### src/logic/port_io_pkg.sv
// package for the general-purpose port block: register map, reset values,
// bus answer codes and the write command that travels to each pin group.
// assumes a 32-bit AXI4-Lite register bus and a five-bit channel select.
package port_io_pkg;

    // ------------------------------------------------------------------
    // register indices (byte address is four times the index)
    // ------------------------------------------------------------------
    localparam logic [9:0] IDX_B_DATA = 10'h001;
    localparam logic [9:0] IDX_B_DIR = 10'h005;
    localparam logic [9:0] IDX_E_DATA = 10'h008;
    localparam logic [9:0] IDX_E_DIR = 10'h00c;
    localparam logic [9:0] IDX_ADC_SEL = 10'h010;

    // ------------------------------------------------------------------
    // widths and reset values
    // ------------------------------------------------------------------
    localparam int ADDR_W = 12;
    localparam int PORT_B_W = 8;
    localparam int PORT_E_W = 2;
    localparam logic [7:0] DIR_RESET = 8'h00;
    localparam logic [4:0] ADC_SEL_RESET = 5'h1f;
    localparam logic [4:0] ADC_SEL_PINS = 5'h08;

    // ------------------------------------------------------------------
    // bus answers
    // ------------------------------------------------------------------
    localparam logic [1:0] RESP_OKAY = 2'h0;
    localparam logic [1:0] RESP_SLVERR = 2'h2;

    // write command to one pin group
    typedef struct packed {
        logic data_we;
        logic dir_we;
        logic [7:0] wdata;
    } port_wr_s;

endpackage

### src/logic/channel_decoder.sv
// turns the analog channel select into a one-hot pin override mask.
// assumes channel codes 0..7 map onto the eight shared pins, others none.
`timescale 1ns/1ps
`default_nettype none

module channel_decoder
    import port_io_pkg::*;
(
    input wire logic aclk,
    input wire logic aresetn,
    input wire logic [4:0] sel,
    output logic [7:0] ovr
);

    always_ff @(posedge aclk) begin
        if (!aresetn) begin
            ovr <= 8'h00;
        end else if (sel < ADC_SEL_PINS) begin
            ovr <= 8'h01 << sel[2:0];
        end else begin
            ovr <= 8'h00;
        end
    end

endmodule

`default_nettype wire

### src/logic/port_io_top.sv
// general-purpose port block: an eight-pin port shared with converter
// inputs, a two-pin port and the channel select, behind AXI4-Lite.
// assumes pins are sampled synchronously to aclk by the pad ring.
`timescale 1ns/1ps
`default_nettype none

// How it works
// - one data latch per pin for the eight-pin port, in one register
// - direction one enables the pin driver, zero makes it an input
// - reset clears all eight direction bits, pins come up as inputs
// - reset leaves the data latches untouched
// - the converter channel selection overrides port control of its pin
// - output pins read back their latch value, except the selected converter pin, which reads zero
// - input pins read back the sampled pin level, except the selected converter pin, which reads zero
// - the data latch accepts writes whatever the direction
// - writing an input pin only updates its latch, not its read value
// - data and direction bits are readable and writable
module port_io_top
    import port_io_pkg::*;
(
    input wire logic aclk,
    input wire logic aresetn,
    input wire logic awvalid,
    output logic awready,
    input wire logic [ADDR_W-1:0] awaddr,
    input wire logic [2:0] awprot,
    input wire logic wvalid,
    output logic wready,
    input wire logic [31:0] wdata,
    input wire logic [3:0] wstrb,
    output logic bvalid,
    input wire logic bready,
    output logic [1:0] bresp,
    input wire logic arvalid,
    output logic arready,
    input wire logic [ADDR_W-1:0] araddr,
    input wire logic [2:0] arprot,
    output logic rvalid,
    input wire logic rready,
    output logic [31:0] rdata,
    output logic [1:0] rresp,
    input wire logic [7:0] port_b_in,
    output logic [7:0] port_b_out,
    output logic [7:0] port_b_oe,
    input wire logic [1:0] port_e_in,
    output logic [1:0] port_e_out,
    output logic [1:0] port_e_oe,
    output logic [7:0] analog_pin_select
);

    // ------------------------------------------------------------------
    // write channel state
    // ------------------------------------------------------------------
    logic aw_have_reg;
    logic w_have_reg;
    logic [9:0] aw_idx_reg;
    logic [31:0] w_data_reg;
    logic w_lane0_reg;
    logic bvalid_reg;
    logic [1:0] bresp_reg;
    logic aw_take;
    logic w_take;
    logic wr_fire;
    logic wr_hit;
    logic aw_have_next;
    logic w_have_next;
    logic bvalid_next;

    assign aw_take = awvalid && awready;
    assign w_take = wvalid && wready;
    // the write goes ahead once both halves are held and no answer waits
    assign wr_fire = aw_have_reg && w_have_reg && !bvalid_reg;

    always_comb begin
        aw_have_next = aw_have_reg;
        w_have_next = w_have_reg;
        bvalid_next = bvalid_reg;
        if (bvalid_reg && bready) begin
            bvalid_next = 1'b0;
        end
        if (wr_fire) begin
            aw_have_next = 1'b0;
            w_have_next = 1'b0;
            bvalid_next = 1'b1;
        end
        if (aw_take) begin
            aw_have_next = 1'b1;
        end
        if (w_take) begin
            w_have_next = 1'b1;
        end
    end

    always_ff @(posedge aclk) begin
        if (!aresetn) begin
            aw_have_reg <= 1'b0;
            w_have_reg <= 1'b0;
            bvalid_reg <= 1'b0;
            awready <= 1'b0;
            wready <= 1'b0;
        end else begin
            aw_have_reg <= aw_have_next;
            w_have_reg <= w_have_next;
            bvalid_reg <= bvalid_next;
            // ready only while the holding slot stays empty
            awready <= !aw_have_next && !bvalid_next;
            wready <= !w_have_next && !bvalid_next;
        end
    end

    always_ff @(posedge aclk) begin
        if (!aresetn) begin
            aw_idx_reg <= 10'h000;
            w_data_reg <= 32'h0000_0000;
            w_lane0_reg <= 1'b0;
        end else begin
            if (aw_take) begin
                aw_idx_reg <= awaddr[ADDR_W-1:2];
            end
            if (w_take) begin
                w_data_reg <= wdata;
                w_lane0_reg <= wstrb[0];
            end
        end
    end

    always_comb begin
        case (aw_idx_reg)
            IDX_B_DATA, IDX_B_DIR, IDX_E_DATA, IDX_E_DIR,
            IDX_ADC_SEL: wr_hit = 1'b1;
            default: wr_hit = 1'b0;
        endcase
    end

    always_ff @(posedge aclk) begin
        if (!aresetn) begin
            bresp_reg <= RESP_OKAY;
        end else if (wr_fire) begin
            bresp_reg <= wr_hit ? RESP_OKAY : RESP_SLVERR;
        end
    end

    assign bvalid = bvalid_reg;
    assign bresp = bresp_reg;

    // ------------------------------------------------------------------
    // register write decode
    // ------------------------------------------------------------------
    // only byte lane 0 carries register data; without it nothing changes
    port_wr_s b_wr;
    port_wr_s e_wr;
    logic lane_ok;
    logic [4:0] adc_sel_reg;

    // a write finishing on a reset edge must not reach the latches
    assign lane_ok = wr_fire && w_lane0_reg && aresetn;

    always_comb begin
        b_wr.data_we = lane_ok && (aw_idx_reg == IDX_B_DATA);
        b_wr.dir_we = lane_ok && (aw_idx_reg == IDX_B_DIR);
        b_wr.wdata = w_data_reg[7:0];
        e_wr.data_we = lane_ok && (aw_idx_reg == IDX_E_DATA);
        e_wr.dir_we = lane_ok && (aw_idx_reg == IDX_E_DIR);
        e_wr.wdata = w_data_reg[7:0];
    end

    always_ff @(posedge aclk) begin
        if (!aresetn) begin
            adc_sel_reg <= ADC_SEL_RESET;
        end else if (lane_ok && (aw_idx_reg == IDX_ADC_SEL)) begin
            adc_sel_reg <= w_data_reg[4:0];
        end
    end

    // ------------------------------------------------------------------
    // pin groups
    // ------------------------------------------------------------------
    logic [7:0] b_dir;
    logic [7:0] b_rd;
    logic [1:0] e_dir;
    logic [1:0] e_rd;

    channel_decoder u_decoder (
        .aclk(aclk),
        .aresetn(aresetn),
        .sel(adc_sel_reg),
        .ovr(analog_pin_select)
    );

    port_pins #(.W(PORT_B_W)) u_port_b (
        .aclk(aclk),
        .aresetn(aresetn),
        .wr(b_wr),
        .pin_in(port_b_in),
        .ovr(analog_pin_select),
        .pin_out(port_b_out),
        .pin_oe(port_b_oe),
        .dir(b_dir),
        .rd_val(b_rd)
    );

    port_pins #(.W(PORT_E_W)) u_port_e (
        .aclk(aclk),
        .aresetn(aresetn),
        .wr(e_wr),
        .pin_in(port_e_in),
        .ovr(2'h0),
        .pin_out(port_e_out),
        .pin_oe(port_e_oe),
        .dir(e_dir),
        .rd_val(e_rd)
    );

    // ------------------------------------------------------------------
    // read channel
    // ------------------------------------------------------------------
    logic rvalid_reg;
    logic [31:0] rdata_reg;
    logic [1:0] rresp_reg;
    logic [31:0] rd_word;
    logic rd_hit;
    logic ar_take;

    assign ar_take = arvalid && arready;

    always_comb begin
        rd_word = 32'h0000_0000;
        rd_hit = 1'b1;
        case (araddr[ADDR_W-1:2])
            IDX_B_DATA: rd_word[7:0] = b_rd;
            IDX_B_DIR: rd_word[7:0] = b_dir;
            IDX_E_DATA: rd_word[1:0] = e_rd;
            IDX_E_DIR: rd_word[1:0] = e_dir;
            IDX_ADC_SEL: rd_word[4:0] = adc_sel_reg;
            default: rd_hit = 1'b0;
        endcase
    end

    always_ff @(posedge aclk) begin
        if (!aresetn) begin
            rvalid_reg <= 1'b0;
            arready <= 1'b0;
            rdata_reg <= 32'h0000_0000;
            rresp_reg <= RESP_OKAY;
        end else begin
            if (ar_take) begin
                rvalid_reg <= 1'b1;
                arready <= 1'b0;
                rdata_reg <= rd_word;
                rresp_reg <= rd_hit ? RESP_OKAY : RESP_SLVERR;
            end else if (rvalid_reg && rready) begin
                rvalid_reg <= 1'b0;
                arready <= 1'b1;
            end else begin
                arready <= !rvalid_reg;
            end
        end
    end

    assign rvalid = rvalid_reg;
    assign rdata = rdata_reg;
    assign rresp = rresp_reg;

    // ------------------------------------------------------------------
    // checks
    // ------------------------------------------------------------------
    logic b_rd_cycle;
    assign b_rd_cycle = ar_take && (araddr[ADDR_W-1:2] == IDX_B_DATA);

    chk_dir_cleared: assert property (
        @(posedge aclk) !aresetn |=> (b_dir == 8'h00) && (port_b_oe == 8'h00))
        else $error("direction not cleared by reset");

    chk_latch_kept: assert property (
        @(posedge aclk) !aresetn |=> $stable(port_b_out))
        else $error("data latch changed during reset");

    chk_latch_write: assert property (
        @(posedge aclk) disable iff (!aresetn)
        b_wr.data_we |=> port_b_out == $past(w_data_reg[7:0]))
        else $error("data latch missed a write");

    chk_dir_write: assert property (
        @(posedge aclk) disable iff (!aresetn)
        b_wr.dir_we |=> b_dir == $past(w_data_reg[7:0]))
        else $error("direction missed a write");

    chk_driver_enable: assert property (
        @(posedge aclk) disable iff (!aresetn)
        ##1 port_b_oe == ($past(b_dir) & ~$past(analog_pin_select))
        || $past(b_wr.dir_we))
        else $error("driver enable does not follow direction");

    chk_select_wins: assert property (
        @(posedge aclk) disable iff (!aresetn)
        (analog_pin_select != 8'h00) ##1 (analog_pin_select != 8'h00)
        |-> (port_b_oe & analog_pin_select) == 8'h00)
        else $error("driver on a converter pin");

    chk_read_output: assert property (
        @(posedge aclk) disable iff (!aresetn)
        b_rd_cycle |=> (rdata[7:0] & $past(b_dir & ~analog_pin_select))
        == ($past(port_b_out) & $past(b_dir & ~analog_pin_select)))
        else $error("output pin did not read its latch");

    chk_read_input: assert property (
        @(posedge aclk) disable iff (!aresetn)
        b_rd_cycle |=> (rdata[7:0] & ~$past(b_dir))
        == ($past(port_b_in) & ~$past(b_dir | analog_pin_select)))
        else $error("input pin did not read its level");

    chk_input_unaffected: assert property (
        @(posedge aclk) disable iff (!aresetn)
        b_wr.data_we |=> (b_rd & ~b_dir) == (port_b_in & ~b_dir
        & ~analog_pin_select))
        else $error("write disturbed an input read value");

    chk_one_byte_reg: assert property (
        @(posedge aclk) disable iff (!aresetn)
        b_rd_cycle |=> rdata[31:8] == 24'h000000)
        else $error("upper bits of the data register not zero");

    chk_write_answer: assert property (
        @(posedge aclk) disable iff (!aresetn)
        (aw_take && w_take && !bvalid) |=> ##1 bvalid)
        else $error("write answer late");

    chk_read_answer: assert property (
        @(posedge aclk) disable iff (!aresetn)
        ar_take |=> rvalid)
        else $error("read answer late");

    chk_select_decode: assert property (
        @(posedge aclk) disable iff (!aresetn)
        (adc_sel_reg < ADC_SEL_PINS)
        |=> analog_pin_select == (8'h01 << $past(adc_sel_reg[2:0])))
        else $error("wrong converter pin selected");

    chk_e_latch_write: assert property (
        @(posedge aclk) disable iff (!aresetn)
        e_wr.data_we |=> port_e_out == $past(w_data_reg[1:0]))
        else $error("small port latch missed a write");

endmodule

`default_nettype wire

### src/logic/port_pins.sv
// one group of general-purpose pins: data latch, direction bits, driver
// enable and read value. assumes pin inputs synchronous to aclk.
`timescale 1ns/1ps
`default_nettype none

module port_pins
    import port_io_pkg::*;
#(
    parameter int W = 8
) (
    input wire logic aclk,
    input wire logic aresetn,
    input wire port_wr_s wr,
    input wire logic [W-1:0] pin_in,
    input wire logic [W-1:0] ovr,
    output logic [W-1:0] pin_out,
    output logic [W-1:0] pin_oe,
    output logic [W-1:0] dir,
    output logic [W-1:0] rd_val
);

    logic [W-1:0] dir_next;

    // latch has no reset on purpose: it keeps its value across reset
    always_ff @(posedge aclk) begin
        if (wr.data_we) begin
            pin_out <= wr.wdata[W-1:0];
        end
    end

    always_comb begin
        dir_next = dir;
        if (wr.dir_we) begin
            dir_next = wr.wdata[W-1:0];
        end
    end

    always_ff @(posedge aclk) begin
        if (!aresetn) begin
            dir <= DIR_RESET[W-1:0];
        end else begin
            dir <= dir_next;
        end
    end

    // converter selection wins over the port driver
    always_ff @(posedge aclk) begin
        if (!aresetn) begin
            pin_oe <= DIR_RESET[W-1:0];
        end else begin
            pin_oe <= dir_next & ~ovr;
        end
    end

    assign rd_val = ((dir & pin_out) | (~dir & pin_in)) & ~ovr;

endmodule

`default_nettype wire

### config.mk
export PLATFORM = sky130hd
export DESIGN_NAME = port_io_top
export DESIGN_NICKNAME = d
export VERILOG_FILES = /design/src/logic/port_io_pkg.sv /design/src/logic/channel_decoder.sv /design/src/logic/port_io_top.sv /design/src/logic/port_pins.sv
export SDC_FILE = /design/constraint.sdc
export NUM_CORES = 1
export LEC_CHECK = 0
export ABC_AREA = 1
export ABC_CLOCK_PERIOD_IN_PS = 1840
export BUFFER_PORTS_ARGS = -buffer_cell sky130_fd_sc_hd__buf_2
export CAP_MARGIN = 20
export CORE_UTILIZATION = 47
export DETAILED_ROUTE_END_ITERATION = 8
export PLACE_DENSITY = 0.9
export REMOVE_ABC_BUFFERS = 1
export SLEW_MARGIN = 20
export SYNTH_ARGS = -nofsm -noshare
export SYNTH_HDL_FRONTEND = slang
export SYNTH_SLANG_ARGS = --single-unit
export TNS_END_PERCENT = 1
### constraint.sdc
create_clock -name aclk -period 1.84 [get_ports aclk]
set_input_delay 0.276 -clock aclk [delete_from_list [all_inputs] [get_ports aclk]]
set_output_delay 0.276 -clock aclk [all_outputs]
set_load 0.02 [all_outputs]
---- Word level (Yosys, flattened, before mapping) ----
Cells that the tools add are included.
storage, ports and cells
  register bits ........................... 79
cells by class
  order comparisons ....................... 1
  equality and inequality tests ........... 10
  shifts and indexed selects .............. 1
  muxes and demuxes ....................... 17
  bitwise operators ....................... 12
  reductions and logical operators ........ 26
operators with widths
  cell                 count
  $eq 10x4->1 const B  4
  $and 8x8->8          4
  $eq 10x1->1 const B  2
  $eq 10x3->1 const B  2
  $eq 10x5->1 const B  2
  $logic_and 1x1->1    16
  $not 8->8            2
  $mux 1               11
  $pmux 2 s5           1
  $reduce_or 5->1      2
  $pmux 3 s3           1
  $mux 8               1
  $or 8x8->8           1
  $shl 1x3->8 const A  1
  $pmux 3 s2           1
  $logic_not 1->1      5
  $lt 5x4->1 const B   1
  $and 2x2->2          2
  $mux 2               2
  $not 2->2            1
  $or 2x2->2           1
  $reduce_and 2->1     1
  $reduce_bool 2->1    1
  $reduce_or 2->1      1
  $not 1->1            1

---- Longest topological paths before layout ----
  depth after elaboration ................. 7
  mapped depth ............................ 8
  mapped depth without buffers ............ 8

---- By module ----
Synthesis repeated with hierarchy kept, for this count alone.
unflattened totals
  cell total of the unflattened synthesis .. 461
  area total of the unflattened synthesis .. 3585.9 µm²
by module, submodules not included
  module                instances  cells each  area an instance (µm²)
  port_io_top           1          301         2148.3
  port_pins (u_port_b)  1          107         955.9
  channel_decoder       1          26          242.7
  port_pins (u_port_e)  1          27          239.0

---- Worst setup path before layout ----
OpenSTA, ideal clock, no wires.
  path kind ............................... register to register
  from .................................... reg bvalid_reg, in the netlist bvalid
  to ...................................... reg u_port_b.pin_out[0], enable pin
  arrival ................................. 1.363 ns
  required time ........................... 1.457 ns
  setup slack ............................. 0.094 ns
  stages on the path, launching flop included .. 6
  path buffers ............................ 0
  cell sequence ........................... dfxtp_1 > inv_1 > nand3_2 > nor2_4 > nand3_1 > nor3_1
RTL lines
  element                   RTL line            text
  start: declaration        port_io_top.sv:59   logic bvalid_reg;
  start signal: assignment  port_io_top.sv:104  bvalid_reg <= bvalid_next;
  end signal: assignment    port_pins.sv:27     pin_out <= wr.wdata[W-1:0];
  end: declaration          port_pins.sv:16     output logic [W-1:0] pin_out,

==> results.sh <==
export IMPL_status="finished clean"
export IMPL_first_iter_violations=203
export IMPL_postRouteAntennaNets=0
export IMPL_comb_power_share_pct=11.3
export IMPL_post_cts_buffers=0
export IMPL_hold_path_class="in2reg"
export IMPL_netlist_area_um2=3344
export IMPL_clkPwrFrac_pct=33.7
export IMPL_syn_inst=423
export IMPL_cp_end_kind="flip-flop"
export IMPL_drv_slew=0
export IMPL_p_int_uw=2398
export IMPL_dieArea_um2=7457
export IMPL_grt_pass1_vias=2723
export IMPL_die_y_um=86.36
export IMPL_cts_resized_gates=0
export IMPL_place_area_um2=3805
export IMPL_largest_register_ffs=10
export IMPL_grt_pass1_wl_um=11890
export IMPL_fmax_ghz=0.6992
export IMPL_drtPass1Iterations=4
export IMPL_finalSetupTns_ns=0
export IMPL_fill_cells=631
export IMPL_initial_core_util_pct=48.96
export IMPL_regArea_um2=1642
export IMPL_dp_cells=603
export IMPL_synth_top_cell_area_share_pct=40.10
export IMPL_fin_util_pct=58.08
export IMPL_net_switching_power_uw=860.7
export IMPL_synth_common_cells="67 x dfxtp_1, 59 x nand2_1, 56 x nor2_1, 43 x inv_1, 38 x nand3_1"
export IMPL_vias=2998
export IMPL_post_synth_top_count_cell="dfxtp_1"
export IMPL_r2r_end="u_port_b.pin_out[3]$_DFFE_PP_"
export IMPL_cts_root_buffer="clkbuf_8"
export IMPL_finalHoldViolations=0
export IMPL_core_um2=6832
export IMPL_critPathArrivalTime_ns=1.48
export IMPL_grt_overflow=0
export IMPL_area_growth_pct=18.63
export IMPL_synth_largest_area_cell="dfxtp_1"
export IMPL_fin_crit_sh_pct=77.73
export IMPL_timing_critical_path_to="u_port_b.pin_out[3]$_DFFE_PP_"
export IMPL_rows=30
export IMPL_ys_ff_latch=77
export IMPL_cp_start_kind="flip-flop"
export IMPL_cts_buffers=9
export IMPL_worstRegToRegCells=6
export IMPL_rsz0062_at_grt="no"
export IMPL_final_cells=619
export IMPL_required_ns=1.89
export IMPL_avgSynthCellArea_um2=7.907
export IMPL_wl_per_cell_um=12.45
export IMPL_wirelength_um=7708
export IMPL_p_sw_share_pct=26.41
export IMPL_finalCriticalPeriod_ns=1.430
export IMPL_cap_violations=0
export IMPL_io_buffer_count=88
export IMPL_num_io_pins=152
export IMPL_viasPerCell=4.843
export IMPL_r2r_start="bvalid$_SDFF_PN0_"
export IMPL_grt_max_degree=40
export IMPL_fin_nets=601
export IMPL_multi_input_area_um2=1400
export IMPL_cts_sinks=77
export IMPL_ys_seq_area_share_pct=49.08
export IMPL_dpl_hpwl_um=5845
export IMPL_synth_cell_types=27
export IMPL_drive_gt1_share_pct=24.47
export IMPL_fp_dieW_um=86.36
export IMPL_antenna_found_initial=0
export IMPL_final_area_um2=3968
export IMPL_synth_area_leaders="dfxtp_1 40%, edfxtp_1 9.0%, nand2_1 6.6%"
export IMPL_r2r_slack_ns=0.41
export IMPL_peakVddDrop_mv=0.4302
export IMPL_critPathKind="reg2reg"
export IMPL_gp_congestion=0.8465
export IMPL_grt_usage_pct=20.98
export IMPL_hold_buffers=0
export IMPL_yosysWarnings=0
export IMPL_clkSlewWorstSetupHoldPaths_ns=0.07
export IMPL_power_leakage_uw=0.001904
export IMPL_clk_insertion_delay_late_ns=0.35
export IMPL_crit_start="bvalid$_SDFF_PN0_"
export IMPL_critPathMaxFanout=8
export IMPL_cts_max_level=3
export IMPL_p_seq_share_pct=55.0
export IMPL_setup_violations=0
export IMPL_synthFlopType="dfxtp_1"
export IMPL_synthArstFlopShare_pct=0
export IMPL_fin_skew_ns=0.006776
export IMPL_drc_errors=0
export IMPL_cts_tree="built"
export IMPL_antenna_cells=0
export IMPL_pwr_density_cell_nw_per_um2=821.4
export IMPL_synth_edf_count=10
export IMPL_clk_path_buf_depth=2
-- power by group through the flow --
stage                     Clock (uW)  Combinational (uW)  Sequential, uW
final                           1100                 369            1790
after global routing            1190                 411            1800
after CTS                       1120                 368            1790
after detailed placement           0                 365            1830
after global placement             0                 353            1830
after floorplan                    0                 221            1840
-- kinds of logic after synthesis --
logic type | share of synthesized area, %
DFF | 49.08
AOI/OAI and AO/OA | 11.67
buffers and inverters | 11.86
other | 0.1121
and+or+nand+nor | 27.27
-- through the flow --
step                      hold WS, ns  setup WS (ns)  total power, uW
after floorplan                0.4117        0.09358             2065
after global placement         0.4279         0.4350             2180
after detailed placement       0.4339         0.4193             2197
after CTS                      0.1654         0.4384             3279
after global routing           0.1866         0.3179             3403
final                          0.1788         0.4097             3259
-- cell usage in the layout, fill, tap and decap left out, drive strengths merged --
master and instances:
clkinv 4, nand3 41, dfxtp 67, clkbuf 14, nor3 10, buf 92
o31ai 2, nand2 64, inv 44, nor2 70, edfxtp 10, a21oi 37
conb 26, o21ai 35, nand4 5, a211oi 2
-- how the worst min path moves through the flow --
stage	start	endpoint	cells after the start
after floorplan	aresetn	aw_idx_reg[0]$_SDFFE_PN0P_	2
after global placement	u_decoder.ovr[2]$_SDFF_PP0_	u_port_b.pin_oe[2]$_SDFF_PN0_	1
after detailed placement	u_decoder.ovr[4]$_SDFF_PN0_	u_port_b.pin_oe[4]$_SDFF_PN0_	1
after CTS	awaddr[8]	aw_idx_reg[6]$_SDFFE_PN0P_	3
after global routing	wdata[7]	w_data_reg[7]$_SDFFE_PN0P_	3
final	awaddr[8]	aw_idx_reg[6]$_SDFFE_PN0P_	3
-- per-layer routing --
metal  global-route usage, %  routed length [um]  up-vias
met5                       0                   0        -
li1                        -                   -     1517
met3                   6.476                 577       18
met1                   23.43                3165     1338
met2                   36.51                3786      125
met4                   9.848                 179        0
-- layout make-up --
cell class / count / area share (%)
multi-input cells: 292 / 35.29
repair buffers: 92 / 11.86
flip-flops and latches: 77 / 41.37
inverters: 46 / 4.352
clock inverters: 2 / 0.2523
well taps: 96 / 3.027
clock buffers: 14 / 3.847
-- worst max-delay path, cell delays in order, from the launching register on --
cell,delay [ns]
dfxtp_1,0.32
inv_1,0.08
nand3_2,0.11
nor2_4,0.15
nand3_1,0.09
nor3_1,0.17
buf_4,0.22
Note: power is estimated with default switching activity, not from simulation.
